## src/common/bfm_pkg.sv

```systemverilog
// bfm_pkg: constants, register map, enumerations and carriers of the breaker failure monitor.
// assumes a 50 MHz system clock and magnitudes in units of 0.001 x nominal current.
package bfm_pkg;

    // clock and processing tick
    localparam int CLK_FREQ_MHZ = 50;
    localparam int TICK_PERIOD_US = 5000;
    localparam int TICK_CYCLES = TICK_PERIOD_US * CLK_FREQ_MHZ;

    // widths
    localparam int ADDR_W = 8;
    localparam int DATA_W = 32;
    localparam int MAG_W = 16;
    localparam int PTHR_W = 12;
    localparam int TMR_W = 19;
    localparam int CMP_W = 24;

    // register offsets
    localparam logic [ADDR_W-1:0] REG_CTRL = 8'h00;
    localparam logic [ADDR_W-1:0] REG_PHASE_THR = 8'h04;
    localparam logic [ADDR_W-1:0] REG_RES_THR = 8'h08;
    localparam logic [ADDR_W-1:0] REG_RETRIP_DLY = 8'h0c;
    localparam logic [ADDR_W-1:0] REG_BF_DLY = 8'h10;
    localparam logic [ADDR_W-1:0] REG_STATUS = 8'h14;

    // control field positions
    localparam int CTRL_MODE_LSB = 0;
    localparam int CTRL_SRC_LSB = 4;
    localparam int CTRL_RETRIP_EN_BIT = 8;

    // status field positions
    localparam int ST_COND_LSB = 0;
    localparam int ST_START_BIT = 3;
    localparam int ST_BLOCKED_BIT = 4;
    localparam int ST_RETRIP_BIT = 5;
    localparam int ST_BF_BIT = 6;
    localparam int ST_PICKUP_BIT = 7;
    localparam int ST_BLK_CYCLE_BIT = 8;

    // reset values: thresholds in setting steps, delays in 5 ms ticks
    localparam logic [PTHR_W-1:0] PHASE_THR_RST = 12'h014;
    localparam logic [MAG_W-1:0] RES_THR_RST = 16'h04b0;
    localparam logic [TMR_W-1:0] RETRIP_DLY_RST = 19'h00014;
    localparam logic [TMR_W-1:0] BF_DLY_RST = 19'h00028;
    localparam logic RETRIP_EN_RST = 1'b1;

    // threshold scaling and hysteresis
    localparam logic [CMP_W-1:0] PHASE_STEP_SCALE = 24'h00000a;
    localparam logic [CMP_W-1:0] HYST_PCT = 24'h000061;
    localparam logic [CMP_W-1:0] FULL_PCT = 24'h000064;

    typedef enum logic [3:0] {
        MODE_CUR_ONLY, MODE_DO_ONLY, MODE_SIG_ONLY, MODE_CUR_AND_DO, MODE_CUR_AND_SIG,
        MODE_SIG_AND_DO, MODE_SIG_OR_DO, MODE_CUR_OR_DO, MODE_CUR_OR_SIG,
        MODE_CUR_OR_SIG_OR_DO, MODE_CUR_AND_SIG_AND_DO
    } bfm_mode_t;

    typedef enum logic [1:0] {SRC_UNUSED, SRC_FIRST, SRC_SECOND, SRC_CALC} bfm_src_t;

    typedef enum logic [2:0] {
        COND_NORMAL, COND_START, COND_RETRIP, COND_BF, COND_ON, COND_BLOCKED
    } bfm_cond_t;

    typedef struct packed {
        logic [MAG_W-1:0] phase_a;
        logic [MAG_W-1:0] phase_b;
        logic [MAG_W-1:0] phase_c;
        logic [MAG_W-1:0] first_residual_input;
        logic [MAG_W-1:0] second_residual_input;
        logic [MAG_W-1:0] calculated_residual;
    } bfm_meas_t;

    typedef struct packed {
        logic signal_trip;
        logic relay_trip;
        logic block;
    } bfm_bin_t;

    typedef struct packed {
        logic start;
        logic blocked;
        logic retrip;
        logic breaker_failure_output;
    } bfm_trip_t;

endpackage

```

## src/rtl/bfm_monitor.sv

```systemverilog
// bfm_monitor: breaker failure monitor with current pick-up, mode logic, blocking and two timers.
// assumes inputs synchronous to clk_in; register master as a plain one-cycle strobe port.
//
// Behaviour
// - pick-up on any phase or residual over threshold
// - release only below 97 percent of threshold
// - one phase threshold shared by three phases
// - residual source selectable, unused after reset
// - operating mode selects current, signal, relay combinations
// - phase threshold 0.01 steps, default 0.20
// - residual threshold 0.001 steps, default 1.200
// - blocking sampled once per processing tick
// - unblocked pick-up raises start, runs timers
// - blocked pick-up raises blocked, timers stay idle
// - late blocking clears start and resets timers
// - both timers started by same pick-up
// - retrip enable setting, default on
// - retrip after retrip delay, default 0.100 s
// - breaker failure after its delay, default 0.200 s
// - readable condition value with six states
// - settings writable while running
// - current mode resets timers when currents drop
// - current-and-relay mode halts timers until relay
// - current-or-relay mode resets only when both clear
//
// The implementer's own choices: the address map and the plain strobed port.
module bfm_monitor
    import bfm_pkg::*;
#(
    parameter int TICK_CYCLES_P = bfm_pkg::TICK_CYCLES
)(
    // clock and reset
    input wire logic clk_in,
    input wire logic resetn_in,
    // register port
    input wire logic [bfm_pkg::ADDR_W-1:0] addr_in,
    input wire logic [bfm_pkg::DATA_W-1:0] wdata_in,
    input wire logic wr_in,
    input wire logic rd_in,
    output logic [bfm_pkg::DATA_W-1:0] rdata_out,
    // measurements and binary signals
    input wire bfm_pkg::bfm_meas_t meas_in,
    input wire bfm_pkg::bfm_bin_t bin_in,
    // trip outputs
    output bfm_pkg::bfm_trip_t trip_out,
    output bfm_pkg::bfm_cond_t cond_out
);
    import bfm_pkg::*;

    localparam int NCMP = 4;

    // settings
    bfm_mode_t mode;
    bfm_src_t res_src;
    logic retrip_en;
    logic [PTHR_W-1:0] phase_thr;
    logic [MAG_W-1:0] res_thr;
    logic [TMR_W-1:0] retrip_dly;
    logic [TMR_W-1:0] bf_dly;

    // processing state
    logic [$clog2(TICK_CYCLES_P)-1:0] div_cnt;
    logic tick;
    logic [NCMP-1:0] pk;
    logic [NCMP-1:0] next_pk;
    logic [MAG_W-1:0] cmp_mag [NCMP];
    logic [CMP_W-1:0] cmp_thr [NCMP];
    logic [NCMP-1:0] cmp_en;
    logic cur_pk;
    logic pickup;
    logic run;
    logic run_q;
    logic blk_cycle;
    logic [TMR_W-1:0] rt_cnt;
    logic [TMR_W-1:0] bf_cnt;
    logic [TMR_W-1:0] next_rt_cnt;
    logic [TMR_W-1:0] next_bf_cnt;
    logic next_start;
    logic next_blocked;
    bfm_trip_t trip;

    // above threshold sets, below the reset ratio clears, otherwise hold
    function automatic logic hyst_cmp(input logic prev, input logic [MAG_W-1:0] mag,
                                      input logic [CMP_W-1:0] thr);
        logic [CMP_W-1:0] m;
        m = {{(CMP_W-MAG_W){1'b0}}, mag};
        if (m > thr)
            return 1'b1;
        else if (CMP_W'(m * FULL_PCT) < CMP_W'(thr * HYST_PCT))
            return 1'b0;
        else
            return prev;
    endfunction

    // timer start/run term from the selected mode
    function automatic logic mode_term(input bfm_mode_t m, input logic c, input logic s,
                                       input logic d);
        case (m)
            MODE_CUR_ONLY: return c;
            MODE_DO_ONLY: return d;
            MODE_SIG_ONLY: return s;
            MODE_CUR_AND_DO: return c & d;
            MODE_CUR_AND_SIG: return c & s;
            MODE_SIG_AND_DO: return s & d;
            MODE_SIG_OR_DO: return s | d;
            MODE_CUR_OR_DO: return c | d;
            MODE_CUR_OR_SIG: return c | s;
            MODE_CUR_OR_SIG_OR_DO: return c | s | d;
            MODE_CUR_AND_SIG_AND_DO: return c & s & d;
            default: return c;
        endcase
    endfunction

    function automatic logic [TMR_W-1:0] sat_inc(input logic [TMR_W-1:0] v);
        return (v == {TMR_W{1'b1}}) ? v : TMR_W'(v + 1'b1);
    endfunction

    // processing tick divider
    always_ff @(posedge clk_in or negedge resetn_in)
    begin
        if (!resetn_in)
            div_cnt <= '0;
        else if (tick)
            div_cnt <= '0;
        else
            div_cnt <= div_cnt + 1'b1;
    end

    assign tick = (div_cnt == ($clog2(TICK_CYCLES_P))'(TICK_CYCLES_P - 1));

    // settings registers; a write takes effect on the next tick, except that clearing retrip enable drops retrip at once
    always_ff @(posedge clk_in or negedge resetn_in)
    begin
        if (!resetn_in)
        begin
            mode <= MODE_CUR_ONLY;
            res_src <= SRC_UNUSED;
            retrip_en <= RETRIP_EN_RST;
            phase_thr <= PHASE_THR_RST;
            res_thr <= RES_THR_RST;
            retrip_dly <= RETRIP_DLY_RST;
            bf_dly <= BF_DLY_RST;
        end
        else if (wr_in)
        begin
            case (addr_in)
                REG_CTRL:
                begin
                    mode <= bfm_mode_t'(wdata_in[CTRL_MODE_LSB +: 4]);
                    res_src <= bfm_src_t'(wdata_in[CTRL_SRC_LSB +: 2]);
                    retrip_en <= wdata_in[CTRL_RETRIP_EN_BIT];
                end
                REG_PHASE_THR: phase_thr <= wdata_in[PTHR_W-1:0];
                REG_RES_THR: res_thr <= wdata_in[MAG_W-1:0];
                REG_RETRIP_DLY: retrip_dly <= wdata_in[TMR_W-1:0];
                REG_BF_DLY: bf_dly <= wdata_in[TMR_W-1:0];
                default: ;
            endcase
        end
    end

    // comparator inputs: three phases share one scaled threshold
    always_comb
    begin
        for (int i = 0; i < 3; i++)
        begin
            cmp_thr[i] = CMP_W'({{(CMP_W-PTHR_W){1'b0}}, phase_thr} * PHASE_STEP_SCALE);
            cmp_en[i] = 1'b1;
        end
        cmp_mag[0] = meas_in.phase_a;
        cmp_mag[1] = meas_in.phase_b;
        cmp_mag[2] = meas_in.phase_c;
        cmp_thr[3] = {{(CMP_W-MAG_W){1'b0}}, res_thr};
        cmp_en[3] = (res_src != SRC_UNUSED);
        case (res_src)
            SRC_FIRST: cmp_mag[3] = meas_in.first_residual_input;
            SRC_SECOND: cmp_mag[3] = meas_in.second_residual_input;
            SRC_CALC: cmp_mag[3] = meas_in.calculated_residual;
            default: cmp_mag[3] = '0;
        endcase
    end

    genvar g;
    generate
        for (g = 0; g < NCMP; g++)
        begin : g_cmp
            assign next_pk[g] = cmp_en[g] & hyst_cmp(pk[g], cmp_mag[g], cmp_thr[g]);
        end
    endgenerate

    always_ff @(posedge clk_in or negedge resetn_in)
    begin
        if (!resetn_in)
            pk <= '0;
        else if (tick)
            pk <= next_pk;
    end

    // start and timer terms, evaluated with this tick's comparator result
    always_comb
    begin
        cur_pk = |next_pk;
        run = mode_term(mode, cur_pk, bin_in.signal_trip, bin_in.relay_trip);
        if (mode == MODE_CUR_AND_DO)
            pickup = cur_pk;
        else
            pickup = run;
        next_start = trip.start;
        next_blocked = trip.blocked;
        next_rt_cnt = rt_cnt;
        next_bf_cnt = bf_cnt;
        if (tick)
        begin
            if (!pickup)
            begin
                next_start = 1'b0;
                next_blocked = 1'b0;
                next_rt_cnt = '0;
                next_bf_cnt = '0;
            end
            else if (bin_in.block)
            begin
                next_start = 1'b0;
                next_blocked = 1'b1;
                next_rt_cnt = '0;
                next_bf_cnt = '0;
            end
            else
            begin
                next_start = 1'b1;
                next_blocked = 1'b0;
                // halted counters are cleared rather than frozen, so a relay
                // that drops and returns restarts the full delay
                if (run && trip.start)
                begin
                    next_rt_cnt = sat_inc(rt_cnt);
                    next_bf_cnt = sat_inc(bf_cnt);
                end
                else
                begin
                    next_rt_cnt = '0;
                    next_bf_cnt = '0;
                end
            end
        end
    end

    always_ff @(posedge clk_in or negedge resetn_in)
    begin
        if (!resetn_in)
        begin
            rt_cnt <= '0;
            bf_cnt <= '0;
            run_q <= 1'b0;
            blk_cycle <= 1'b0;
        end
        else if (tick)
        begin
            rt_cnt <= next_rt_cnt;
            bf_cnt <= next_bf_cnt;
            run_q <= run;
            blk_cycle <= bin_in.block;
        end
    end

    // outputs change on ticks, except that disabling retrip drops it at once
    always_ff @(posedge clk_in or negedge resetn_in)
    begin
        if (!resetn_in)
            trip <= '0;
        else
        begin
            if (tick)
            begin
                trip.start <= next_start;
                trip.blocked <= next_blocked;
                trip.breaker_failure_output <= next_start & run
                    & (next_bf_cnt >= bf_dly);
            end
            if (!retrip_en)
                trip.retrip <= 1'b0;
            else if (tick)
                trip.retrip <= next_start & run & (next_rt_cnt >= retrip_dly);
        end
    end

    assign trip_out = trip;

    always_ff @(posedge clk_in or negedge resetn_in)
    begin
        if (!resetn_in)
            cond_out <= COND_NORMAL;
        else if (tick)
        begin
            if (next_blocked)
                cond_out <= COND_BLOCKED;
            else if (next_start && run && next_bf_cnt >= bf_dly)
                cond_out <= COND_BF;
            else if (next_start && run && retrip_en && next_rt_cnt >= retrip_dly)
                cond_out <= COND_RETRIP;
            else if (next_start && run)
                cond_out <= COND_START;
            else if (next_start)
                cond_out <= COND_ON;
            else
                cond_out <= COND_NORMAL;
        end
    end

    // read data valid only in the cycle after the read strobe
    always_ff @(posedge clk_in or negedge resetn_in)
    begin
        if (!resetn_in)
            rdata_out <= '0;
        else if (rd_in)
        begin
            rdata_out <= '0;
            case (addr_in)
                REG_CTRL:
                begin
                    rdata_out[CTRL_MODE_LSB +: 4] <= mode;
                    rdata_out[CTRL_SRC_LSB +: 2] <= res_src;
                    rdata_out[CTRL_RETRIP_EN_BIT] <= retrip_en;
                end
                REG_PHASE_THR: rdata_out[PTHR_W-1:0] <= phase_thr;
                REG_RES_THR: rdata_out[MAG_W-1:0] <= res_thr;
                REG_RETRIP_DLY: rdata_out[TMR_W-1:0] <= retrip_dly;
                REG_BF_DLY: rdata_out[TMR_W-1:0] <= bf_dly;
                REG_STATUS:
                begin
                    rdata_out[ST_COND_LSB +: 3] <= cond_out;
                    rdata_out[ST_START_BIT] <= trip.start;
                    rdata_out[ST_BLOCKED_BIT] <= trip.blocked;
                    rdata_out[ST_RETRIP_BIT] <= trip.retrip;
                    rdata_out[ST_BF_BIT] <= trip.breaker_failure_output;
                    rdata_out[ST_PICKUP_BIT] <= |pk;
                    rdata_out[ST_BLK_CYCLE_BIT] <= blk_cycle;
                end
                default: ;
            endcase
        end
        else
            rdata_out <= '0;
    end
endmodule // bfm_monitor

```

## config.mk

```make
export PLATFORM = sky130hd
export DESIGN_NAME = bfm_monitor
export DESIGN_NICKNAME = d
export VERILOG_FILES = /design/src/common/bfm_pkg.sv /design/src/rtl/bfm_monitor.sv
export SDC_FILE = /design/constraint.sdc
export NUM_CORES = 1
export LEC_CHECK = 0
export BUFFER_PORTS_ARGS = -buffer_cell sky130_fd_sc_hd__buf_2
export CAP_MARGIN = 10
export CORE_ASPECT_RATIO = 1.1
export CORE_MARGIN = 2
export CORE_UTILIZATION = 67
export DETAILED_ROUTE_END_ITERATION = 8
export GPL_ROUTABILITY_DRIVEN = 0
export PLACE_DENSITY = 0.88
export SLEW_MARGIN = 20
export SYNTH_ARGS = -nofsm -noshare
export SYNTH_HDL_FRONTEND = slang
export SYNTH_SLANG_ARGS = --single-unit
```

## constraint.sdc

```tcl
create_clock -name clk_in -period 25 [get_ports clk_in]
set_input_delay 1.25 -clock clk_in [delete_from_list [all_inputs] [get_ports clk_in]]
set_output_delay 1.25 -clock clk_in [all_outputs]
set_load 0.01 [all_outputs]
```

==> impl_metrics.prom, run 1 <==
# TYPE chip_impl_metric gauge
chip_impl_info{name="critical_path.startpoint_type",value="flop"} 1
chip_impl_metric{name="clock_latency",unit="ps"} 440
chip_impl_info{name="layout_commonest_cell",value="sky130_fd_sc_hd__ha_1"} 1
chip_impl_info{name="critical-path-top-cell-by-count",value="sky130_fd_sc_hd__ha_1"} 1
chip_impl_metric{name="grt_use_total",unit=""} 0.345
chip_impl_metric{name="dr_total_vias",unit=""} 20100
chip_impl_metric{name="synth_sequential_area_ratio",unit=""} 0.178
chip_impl_metric{name="worst-endpoint-arrival",unit="ps"} 12750
chip_impl_metric{name="first_global_vias",unit=""} 20600
chip_impl_info{name="leading_cell_types_in_the_layout_fill_and_taps_excluded",value="sky130_fd_sc_hd__ha_1 (526), sky130_fd_sc_hd__inv_1 (403), sky130_fd_sc_hd__buf_2 (154)"} 1
chip_impl_metric{name="die_wd",unit="microns"} 179
chip_impl_metric{name="skew",unit="ps"} 9.77
chip_impl_metric{name="detail_route.iter0.violations",unit=""} 1769
chip_impl_metric{name="cts.repair.resized",unit=""} 0
chip_impl_metric{name="total_of_hold_buffers_inserted_after_clock_tree_synthesis",unit=""} 0
chip_impl_info{name="run_status",value="finished, final reports clean"} 1
chip_impl_info{name="min-delay-path-class",value="flop to flop"} 1
chip_impl_metric{name="portBuffers",unit=""} 155
chip_impl_metric{name="synth_cells",unit=""} 2562
chip_impl_metric{name="power.density_cell_area",unit="mW/mm^2"} 46.0
chip_impl_metric{name="total_number_of_nets_in_the_final_design",unit=""} 3423
chip_impl_metric{name="worstPathRequired",unit="ps"} 25330
chip_impl_metric{name="synth_async_reset_ratio",unit=""} 1.00
chip_impl_metric{name="dpl-instance-area",unit="sq mm"} 0.0237
chip_impl_metric{name="power.share.switching",unit=""} 0.404
chip_impl_metric{name="htree_levels",unit=""} 4
chip_impl_metric{name="dp_worst_setup_slack",unit="ps"} 12850
chip_impl_metric{name="drv.max_cap_violation_count",unit=""} 0
chip_impl_metric{name="routed_wire_length_per_instance",unit="microns"} 19.2
chip_impl_metric{name="numCtsBuffers",unit=""} 17
chip_impl_metric{name="worst_pin_slew",unit="ps"} 1120
chip_impl_metric{name="drt-pass1-iter-count",unit=""} 7
chip_impl_info{name="synth.largest_area_cell",value="sky130_fd_sc_hd__ha_1"} 1
chip_impl_metric{name="postCtsSetupRepairBufs",unit=""} 0
chip_impl_metric{name="timing.setup.tns",unit="ps"} 0
chip_impl_metric{name="critical_path.max_stage_delay",unit="ps"} 770
chip_impl_metric{name="rows",unit=""} 70
chip_impl_metric{name="ir_worst_vdd",unit="V"} 0.0000575
chip_impl_metric{name="vias_per_cell",unit=""} 6.39
chip_impl_metric{name="floorplan.die.height",unit="microns"} 196
chip_impl_metric{name="post_synth_num_cell_types",unit=""} 91
chip_impl_metric{name="timing_hold_violations_final",unit=""} 0
chip_impl_metric{name="dpl.cell_count",unit=""} 3107
chip_impl_metric{name="power.share.combinational",unit=""} 0.515
chip_impl_metric{name="report.power.total",unit="mW"} 1.12
chip_impl_metric{name="syn_area_per_cell",unit="sq um"} 8.81
chip_impl_metric{name="grt_antenna_before_repair",unit=""} 7
chip_impl_metric{name="fin_cells",unit=""} 3145
chip_impl_metric{name="syn2layout_area_growth",unit="%"} 7.70
chip_impl_info{name="netlist_top_cells_area",value="sky130_fd_sc_hd__ha_1 (29%), sky130_fd_sc_hd__dfrtp_1 (17%), sky130_fd_sc_hd__inv_1 (6.7%), sky130_fd_sc_hd__fa_1 (5.3%), sky130_fd_sc_hd__mux2_2 (4.6%)"} 1
chip_impl_metric{name="final.hold.worst_slack",unit="ps"} 474
chip_impl_metric{name="internal_power",unit="mW"} 0.666
chip_impl_metric{name="pin_count",unit=""} 182
chip_impl_info{name="clk_root_buf",value="sky130_fd_sc_hd__clkbuf_16"} 1
chip_impl_info{name="cts_tree",value="built"} 1
chip_impl_metric{name="final_critical_path_setup_slack",unit="ps"} 12580
chip_impl_info{name="crit_path_top_delay_cell",value="sky130_fd_sc_hd__nand3_2"} 1
chip_impl_metric{name="path_max_fanout",unit=""} 37
chip_impl_metric{name="final_design_area_no_fill",unit="sq mm"} 0.0243
chip_impl_metric{name="flop_pwr_share",unit=""} 0.246
chip_impl_metric{name="post-synth-top-area-fraction",unit=""} 0.292
chip_impl_metric{name="detail_route_antenna_nets",unit=""} 0
chip_impl_metric{name="gr-total-overflow",unit=""} 0
chip_impl_metric{name="timing.final.max_slew_violations",unit=""} 0
chip_impl_metric{name="static-leakage-power",unit="nW"} 12.9
chip_impl_metric{name="drc",unit=""} 0
chip_impl_metric{name="pin_count_of_the_biggest_net_entering_global_routing",unit=""} 88
chip_impl_metric{name="clk_pin_slew_worst_paths",unit="ps"} 70
chip_impl_metric{name="post_synth_instance_area",unit="sq mm"} 0.0226
chip_impl_info{name="dominantRegCellSynth",value="sky130_fd_sc_hd__dfrtp_1"} 1
chip_impl_metric{name="clock_sink_count",unit=""} 160
chip_impl_metric{name="final.min_clock_period",unit="ps"} 12420
chip_impl_metric{name="final_core_occ",unit=""} 0.732
chip_impl_metric{name="place_hpwl",unit="mm"} 48.2
chip_impl_metric{name="fmaxAchievable",unit="MHz"} 80.5
chip_impl_info{name="worstSetupPathType",value="flop to flop"} 1
chip_impl_metric{name="route.final.wire_length",unit="mm"} 60.5
chip_impl_metric{name="synth.ff_latch_count",unit=""} 160
chip_impl_metric{name="finalCritPeriodShare",unit=""} 0.497
chip_impl_info{name="end_kind",value="flop"} 1
chip_impl_metric{name="cts-root-to-sink-buffers",unit=""} 2
chip_impl_metric{name="core_area",unit="sq mm"} 0.0332
chip_impl_metric{name="dieArea",unit="sq mm"} 0.0352
chip_impl_info{name="grt_setup_unrepaired",value="false"} 1
chip_impl_metric{name="layout_cells_sized_above_1",unit=""} 0.121
chip_impl_metric{name="fraction_of_power_consumed_by_the_clock_network",unit=""} 0.239
chip_impl_metric{name="grt_first_pass_wirelength",unit="mm"} 97.3
chip_impl_metric{name="switching_power",unit="mW"} 0.452
chip_impl_metric{name="start_util",unit=""} 0.680
chip_impl_metric{name="max-slew-margin-rel",unit=""} 0.250
chip_impl_metric{name="synth_warnings",unit=""} 0
chip_impl_metric{name="setup_viol",unit=""} 0
chip_impl_metric{name="number_of_enable_flip_flop_cells_after_synthesis",unit=""} 0
final timing paths:
path                       cells past startpoint  slack [ps]    startpoint     endpoint
min                                            1         470    div_cnt[0]   div_cnt[0]
max                                           45       12580  phase_thr[0]  cond_out[0]
min in group asynchronous                      1         820     resetn_in   bf_cnt[17]
max in group asynchronous                      2       22940     resetn_in   bf_dly[11]
max reg2reg                                   45       12580  phase_thr[0]  cond_out[0]
min reg2reg                                    1         470    div_cnt[0]   div_cnt[0]
power groups by stage:
| stage | clock, mW | sequential, mW | combinational, mW |
|---|---|---|---|
| after detailed placement | 0 | 0.279 | 0.562 |
| after CTS | 0.267 | 0.274 | 0.569 |
| final | 0.267 | 0.274 | 0.576 |
| after global placement | 0 | 0.278 | 0.524 |
| after floorplan | 0 | 0.274 | 0.423 |
| after global routing | 0.277 | 0.275 | 0.647 |
registers in the layout, indices dropped and copies added, names as in the netlist:
name / cells
bf_cnt: 19
bf_dly: 19
blk_cycle: 1
cond_out: 3
div_cnt: 18
mode: 4
phase_thr: 12
pk: 4
rdata_out: 19
res_src: 2
res_thr: 16
retrip_dly: 19
retrip_en: 1
rt_cnt: 19
trip_out: 4
logic make-up after synthesis:
kind of cell | after synthesis | synth area share
AND/OR/NAND/NOR | 544 | 0.124
AO/OA/AOI/OAI | 577 | 0.170
flip-flops | 160 | 0.178
XOR/XNOR | 119 | 0.0484
adder cells (fa/ha/maj) | 590 | 0.347
other | 1 | 0.000166
buffers and inverters | 464 | 0.0803
multiplexers | 107 | 0.0526
area by class of cell:
type | count | area (sq um)
Tap cell | 432 | 541
Clock buffer | 19 | 443
Antenna cell | 6 | 15.0
Multi-Input combinational cell | 1950 | 16800
Clock inverter | 13 | 153
Sequential cell | 160 | 4020
Fill cell | 2368 | 8900
Inverter | 404 | 1520
Timing Repair Buffer | 161 | 831
synthesized netlist by cell type (all sizes together), types with 7 or more instances:
master and number:
a21boi 16, o22ai 35, and3 22, and2 15, o21ai 107, and4 10
mux2 93, o21a 21, nand2b 30, nor2b 31, ha 526, buf 28
a22oi 26, nor3 25, nand4 38, xor2 43, nor4 8, a21o 37
nor2 106, a221oi 9, or2 10, nand3 74, dfstp 11, o311ai 9
a222oi 7, o2111ai 9, o31ai 18, a31oi 23, nor3b 7, a211oi 14
nand2 130, dfrtp 149, inv 404, o211ai 24, a2111oi 10, o21bai 15
or3 16, xnor2 73, fa 60, a22o 8, mux2i 14, clkbuf 32
a21oi 141
critical path: cells and delay by family, from the launching register on:
family                   cells  cell delay, ps
adder cells (fa/ha/maj)     10            3410
AND/OR/NAND/NOR             12            3370
AO/OA/AOI/OAI               17            3290
XOR/XNOR                     2             870
flip-flops                   1             620
buffers and inverters        3             400
multiplexers                 1             270
metal layers:
layer	track usage	share of wire	wire, microns	vias to the layer above
li1	-	-	-	9414
met1	0.379	0.37	22600	9550
met2	0.610	0.49	29600	848
met3	0.0590	0.067	4090	291
met4	0.218	0.069	4200	4
met5	0	0.00038	23	-
(Power assumes the default switching activity.)
==> run 2: changes to the inputs <==
CORE_UTILIZATION = 63   (was 67)
PLACE_DENSITY = 0.83   (was 0.88)
clock period = 12.7 ns   (was 25 ns; I/O delays follow)
==> impl_metrics.prom, run 2 (same netlist as run 1, synthesis figures left out) <==
# TYPE chip_impl_metric gauge
chip_impl_metric{name="cts.repair.resized",unit=""} 0
chip_impl_metric{name="first_global_vias",unit=""} 19800
chip_impl_metric{name="timing_hold_violations_final",unit=""} 0
chip_impl_metric{name="drc",unit=""} 0
chip_impl_metric{name="clk_pin_slew_worst_paths",unit="ps"} 70
chip_impl_metric{name="final_core_occ",unit=""} 0.691
chip_impl_info{name="end_kind",value="flop"} 1
chip_impl_metric{name="vias_per_cell",unit=""} 6.20
chip_impl_metric{name="syn2layout_area_growth",unit="%"} 7.89
chip_impl_metric{name="fmaxAchievable",unit="MHz"} 86.4
chip_impl_metric{name="dp_worst_setup_slack",unit="ps"} 1350
chip_impl_metric{name="timing.final.max_slew_violations",unit=""} 0
chip_impl_info{name="layout_commonest_cell",value="sky130_fd_sc_hd__ha_1"} 1
chip_impl_info{name="clk_root_buf",value="sky130_fd_sc_hd__clkbuf_16"} 1
chip_impl_metric{name="core_area",unit="sq mm"} 0.0352
chip_impl_metric{name="final.hold.worst_slack",unit="ps"} 277
chip_impl_metric{name="report.power.total",unit="mW"} 2.16
chip_impl_metric{name="critical_path.max_stage_delay",unit="ps"} 620
chip_impl_info{name="worstSetupPathType",value="flop to flop"} 1
chip_impl_metric{name="r2r_cells",unit=""} 47
chip_impl_metric{name="dieArea",unit="sq mm"} 0.0373
chip_impl_metric{name="htree_levels",unit=""} 4
chip_impl_metric{name="pin_count",unit=""} 182
chip_impl_metric{name="path_max_fanout",unit=""} 37
chip_impl_info{name="crit_path_top_delay_cell",value="sky130_fd_sc_hd__dfrtp_1"} 1
chip_impl_metric{name="grt_antenna_before_repair",unit=""} 3
chip_impl_info{name="crit-reg2reg-launch",value="phase_thr[0]"} 1
chip_impl_metric{name="worst_pin_slew",unit="ps"} 1050
chip_impl_info{name="worst_r2r_endpoint",value="cond_out[0]"} 1
chip_impl_metric{name="pin_count_of_the_biggest_net_entering_global_routing",unit=""} 104
chip_impl_metric{name="route.final.wire_length",unit="mm"} 59.5
chip_impl_metric{name="layout_cells_sized_above_1",unit=""} 0.123
chip_impl_metric{name="worst-endpoint-arrival",unit="ps"} 11900
chip_impl_metric{name="grt_use_total",unit=""} 0.319
chip_impl_metric{name="worstPathRequired",unit="ps"} 13020
chip_impl_metric{name="die_wd",unit="microns"} 184
chip_impl_metric{name="total_of_hold_buffers_inserted_after_clock_tree_synthesis",unit=""} 0
chip_impl_metric{name="grt_first_pass_wirelength",unit="mm"} 96.1
chip_impl_metric{name="floorplan.die.height",unit="microns"} 202
chip_impl_metric{name="drt-pass1-iter-count",unit=""} 8
chip_impl_metric{name="skew",unit="ps"} 9.69
chip_impl_metric{name="dr_total_vias",unit=""} 19800
chip_impl_metric{name="numCtsBuffers",unit=""} 17
chip_impl_metric{name="cts-root-to-sink-buffers",unit=""} 2
chip_impl_metric{name="drv.max_cap_violation_count",unit=""} 0
chip_impl_info{name="min-delay-path-class",value="input pin to asynchronous set/reset pin"} 1
chip_impl_info{name="critical_path.startpoint_type",value="flop"} 1
chip_impl_metric{name="total_number_of_nets_in_the_final_design",unit=""} 3426
chip_impl_metric{name="finalCritPeriodShare",unit=""} 0.911
chip_impl_metric{name="setup_viol",unit=""} 0
chip_impl_metric{name="max-slew-margin-rel",unit=""} 0.295
chip_impl_info{name="run_status",value="finished, final reports clean"} 1
chip_impl_metric{name="rows",unit=""} 72
chip_impl_metric{name="timing.setup.tns",unit="ps"} 0
chip_impl_metric{name="detail_route.iter0.violations",unit=""} 1513
chip_impl_metric{name="final.min_clock_period",unit="ps"} 11570
chip_impl_info{name="grt_setup_unrepaired",value="false"} 1
chip_impl_metric{name="portBuffers",unit=""} 155
chip_impl_metric{name="final_critical_path_setup_slack",unit="ps"} 1130
chip_impl_metric{name="gr-total-overflow",unit=""} 0
chip_impl_metric{name="power.density_cell_area",unit="mW/mm^2"} 88.8
chip_impl_metric{name="postCtsSetupRepairBufs",unit=""} 0
chip_impl_metric{name="detail_route_antenna_nets",unit=""} 0
chip_impl_metric{name="clock_latency",unit="ps"} 440
chip_impl_info{name="cts_tree",value="built"} 1
chip_impl_metric{name="clock_sink_count",unit=""} 160
chip_impl_info{name="critical-path-top-cell-by-count",value="sky130_fd_sc_hd__ha_1"} 1
chip_impl_metric{name="start_util",unit=""} 0.641
chip_impl_metric{name="ff2ff_setup_slack",unit="ps"} 1130
chip_impl_metric{name="routed_wire_length_per_instance",unit="microns"} 18.6
chip_impl_metric{name="place_hpwl",unit="mm"} 48.1
chip_impl_metric{name="ir_worst_vdd",unit="V"} 0.0000922
chip_impl_metric{name="static-leakage-power",unit="nW"} 12.9
chip_impl_info{name="leading_cell_types_in_the_layout_fill_and_taps_excluded",value="sky130_fd_sc_hd__ha_1 (526), sky130_fd_sc_hd__inv_1 (403), sky130_fd_sc_hd__buf_2 (154)"} 1
run 2: cell types whose count changed in the layout (fill, tap and decap cells not counted), sizes merged:
cell and delta:
inv +3, diode -1, bufinv -2, clkbuf -1, buf +3, clkinvlp -1, clkinv +1
run 2: layout make-up:
| cell class | instances | area [sq um] |
|---|---|---|
| Inverter | 404 | 1520 |
| Clock buffer | 18 | 439 |
| Clock inverter | 14 | 121 |
| Fill cell | 2680 | 10900 |
| Multi-Input combinational cell | 1950 | 16800 |
| Timing Repair Buffer | 164 | 850 |
| Sequential cell | 160 | 4020 |
| Tap cell | 481 | 602 |
| Antenna cell | 5 | 12.5 |
run 2: worst max path at each step:
stage,start,end,slack (ps),cells after the start
after CTS,phase_thr[0],cond_out[0],1320,47
final,phase_thr[0],cond_out[0],1130,47
after detailed placement,phase_thr[0],cond_out[0],1350,47
after floorplan,phase_thr[1],cond_out[0],3410,46
after global placement,phase_thr[0],cond_out[0],1840,47
after global routing,res_src[0],cond_out[0],370,41
run 2: layer usage:
metal,global-route usage,part of all wire
met1,0.373,0.39
met2,0.563,0.49
met3,0.0475,0.063
met4,0.168,0.055
met5,0,0.00022
run 2: critical path, delay by kind of cell (launching register included):
kind	cells	cell delay [ps]
multiplexers	1	270
adder cells (fa/ha/maj)	10	3340
XOR/XNOR	2	790
AND/OR/NAND/NOR	9	2080
buffers and inverters	5	940
AO/OA/AOI/OAI	20	3380
flip-flops	1	620
run 2: where the power goes:
part	switching (mW)	internal, mW
combinational	0.642	0.488
sequential	0.0177	0.522
clock	0.230	0.262
run 2: through the flow:
stage                     cell area, sq um  std cells
after global routing                 24300       3192
final                                24300       3196
after detailed placement             23800       3159
after CTS                            24300       3191
after global placement               23800       3159
after floorplan                      22600       2574
==> run 3: changes to the inputs <==
RECOVER_POWER = 25   (was unset)
==> impl_metrics.prom, run 3 (same netlist as run 1, synthesis figures left out) <==
# TYPE chip_impl_metric gauge
chip_impl_metric{name="report.power.total",unit="mW"} 2.16
chip_impl_metric{name="detail_route_antenna_nets",unit=""} 0
chip_impl_metric{name="fillers",unit=""} 2680
chip_impl_metric{name="total_number_of_nets_in_the_final_design",unit=""} 3426
chip_impl_metric{name="clock_sink_count",unit=""} 160
chip_impl_metric{name="rows",unit=""} 72
chip_impl_metric{name="ff2ff_setup_slack",unit="ps"} 1130
chip_impl_metric{name="fmaxAchievable",unit="MHz"} 86.4
chip_impl_info{name="layout_commonest_cell",value="sky130_fd_sc_hd__ha_1"} 1
chip_impl_metric{name="die_wd",unit="microns"} 184
chip_impl_info{name="clk_root_buf",value="sky130_fd_sc_hd__clkbuf_16"} 1
chip_impl_info{name="cts_tree",value="built"} 1
chip_impl_info{name="crit-reg2reg-launch",value="phase_thr[0]"} 1
chip_impl_metric{name="timing_hold_violations_final",unit=""} 0
chip_impl_metric{name="detail_route.iter0.violations",unit=""} 1512
chip_impl_info{name="violations",value="capacitance limit, slew limit"} 1
chip_impl_metric{name="fin_cells",unit=""} 3196
chip_impl_metric{name="path_max_fanout",unit=""} 37
chip_impl_metric{name="timing.final.max_slew_violations",unit=""} 104
chip_impl_metric{name="postCtsSetupRepairBufs",unit=""} 0
chip_impl_metric{name="skew",unit="ps"} 11.0
chip_impl_metric{name="start_util",unit=""} 0.641
chip_impl_metric{name="clock_latency",unit="ps"} 450
chip_impl_metric{name="layout_cells_sized_above_1",unit=""} 0.122
chip_impl_metric{name="gr-total-overflow",unit=""} 0
chip_impl_metric{name="final_critical_path_setup_slack",unit="ps"} 1130
chip_impl_metric{name="setup_viol",unit=""} 0
chip_impl_metric{name="drv.max_cap_violation_count",unit=""} 1
chip_impl_metric{name="worstPathRequired",unit="ps"} 13030
chip_impl_info{name="min-delay-path-class",value="input pin to flop"} 1
chip_impl_metric{name="cts.repair.resized",unit=""} 0
chip_impl_metric{name="timing.setup.tns",unit="ps"} 0
chip_impl_metric{name="pin_count_of_the_biggest_net_entering_global_routing",unit=""} 104
chip_impl_metric{name="r2r_cells",unit=""} 47
chip_impl_metric{name="worst-endpoint-arrival",unit="ps"} 11890
chip_impl_info{name="crit_path_top_delay_cell",value="sky130_fd_sc_hd__dfrtp_1"} 1
chip_impl_info{name="leading_cell_types_in_the_layout_fill_and_taps_excluded",value="sky130_fd_sc_hd__ha_1 (526), sky130_fd_sc_hd__inv_1 (403), sky130_fd_sc_hd__buf_2 (154)"} 1
chip_impl_metric{name="numCtsBuffers",unit=""} 17
chip_impl_metric{name="syn2layout_area_growth",unit="%"} 7.85
chip_impl_metric{name="final.min_clock_period",unit="ps"} 11570
chip_impl_metric{name="route.final.wire_length",unit="mm"} 59.4
chip_impl_metric{name="portBuffers",unit=""} 155
chip_impl_metric{name="place_hpwl",unit="mm"} 48.1
chip_impl_info{name="end_kind",value="flop"} 1
chip_impl_metric{name="grt_use_total",unit=""} 0.319
chip_impl_metric{name="grt_first_pass_wirelength",unit="mm"} 96.1
chip_impl_info{name="run_status",value="finished with violations"} 1
chip_impl_metric{name="htree_levels",unit=""} 4
chip_impl_info{name="worstSetupPathType",value="flop to flop"} 1
chip_impl_metric{name="dpl.cell_count",unit=""} 3159
chip_impl_metric{name="finalCritPeriodShare",unit=""} 0.911
chip_impl_metric{name="dieArea",unit="sq mm"} 0.0373
chip_impl_metric{name="floorplan.die.height",unit="microns"} 202
chip_impl_info{name="crit_path_end",value="cond_out[0]"} 1
chip_impl_metric{name="ir_worst_vdd",unit="V"} 0.0000921
chip_impl_info{name="critical_path.startpoint_type",value="flop"} 1
chip_impl_metric{name="grt_antenna_before_repair",unit=""} 3
chip_impl_metric{name="drt-pass1-iter-count",unit=""} 8
chip_impl_metric{name="dr_total_vias",unit=""} 19800
chip_impl_metric{name="vias_per_cell",unit=""} 6.21
chip_impl_info{name="first_element_of_the_critical_path",value="phase_thr[0]"} 1
chip_impl_metric{name="power.density_cell_area",unit="mW/mm^2"} 88.9
chip_impl_metric{name="worst_pin_slew",unit="ps"} 5590
chip_impl_metric{name="dp_worst_setup_slack",unit="ps"} 1350
chip_impl_metric{name="first_global_vias",unit=""} 19800
chip_impl_info{name="grt_setup_unrepaired",value="false"} 1
chip_impl_metric{name="drc",unit=""} 0
chip_impl_info{name="worst_r2r_endpoint",value="cond_out[0]"} 1
chip_impl_info{name="critical-path-top-cell-by-count",value="sky130_fd_sc_hd__ha_1"} 1
chip_impl_metric{name="routed_wire_length_per_instance",unit="microns"} 18.6
chip_impl_metric{name="cts-root-to-sink-buffers",unit=""} 2
chip_impl_metric{name="pin_count",unit=""} 182
chip_impl_metric{name="critical_path.max_stage_delay",unit="ps"} 620
chip_impl_metric{name="max-slew-margin-rel",unit=""} -2.73
chip_impl_metric{name="final.hold.worst_slack",unit="ps"} 442
chip_impl_metric{name="total_of_hold_buffers_inserted_after_clock_tree_synthesis",unit=""} 0
chip_impl_metric{name="core_area",unit="sq mm"} 0.0352
chip_impl_metric{name="flip_flop_and_latch_area",unit="sq mm"} 0.00402
chip_impl_metric{name="static-leakage-power",unit="nW"} 12.9
chip_impl_metric{name="clk_pin_slew_worst_paths",unit="ps"} 70
chip_impl_metric{name="total_area_of_multi_input_combinational_cells",unit="sq mm"} 0.0168
==> run 3: cell type report <==
type | count | area share
Tap cell | 481 | 0.0247
Multi-Input combinational cell | 1950 | 0.690
Antenna cell | 5 | 0.000514
Inverter | 404 | 0.0623
Sequential cell | 160 | 0.165
Clock inverter | 14 | 0.00499
Clock buffer | 18 | 0.0180
Timing Repair Buffer | 164 | 0.0346
==> run 3: worst min-delay path by stage <==
stage	slack (ps)	startpoint	depth (start not counted)	to
floorplan	340	resetn_in	0	bf_cnt[0]
global placement	450	div_cnt[0]	1	div_cnt[0]
detailed placement	460	div_cnt[0]	1	div_cnt[0]
CTS	350	resetn_in	1	div_cnt[16]
global route	450	wdata_in[14]	2	res_thr[14]
finish	440	wdata_in[16]	2	bf_dly[16]
==> run 3: worst max-delay path: cells and delay by family (launching register included) <==
kind	cells	cell delay (ps)
compound gates	20	3400
xor+xnor	2	790
fa+ha+maj	10	3330
buf+inv	5	940
flops	1	620
mux	1	270
simple gates	9	2080
==> run 3: routing by layer <==
layer,track usage,part of all wire
met3,0.0475,0.064
met2,0.563,0.49
met4,0.168,0.055
met5,0,0.00022
met1,0.373,0.39
==> run 3: metrics by stage <==
| stage | area (sq um) | utilization |
|---|---|---|
| after floorplan | 22600 | - |
| after global placement | 23800 | 0.675 |
| after detailed placement | 23800 | 0.675 |
| after CTS | 24300 | 0.691 |
| after global routing | 24300 | 0.691 |
| final | 24300 | 0.691 |
==> run 3: power breakdown <==
group / switching (mW) / internal, mW / leakage, nW
Combinational: 0.642 / 0.487 / 10.6
Clock: 0.231 / 0.262 / 0.278
Sequential: 0.0177 / 0.522 / 2.02
Total: 0.891 / 1.27 / 12.9
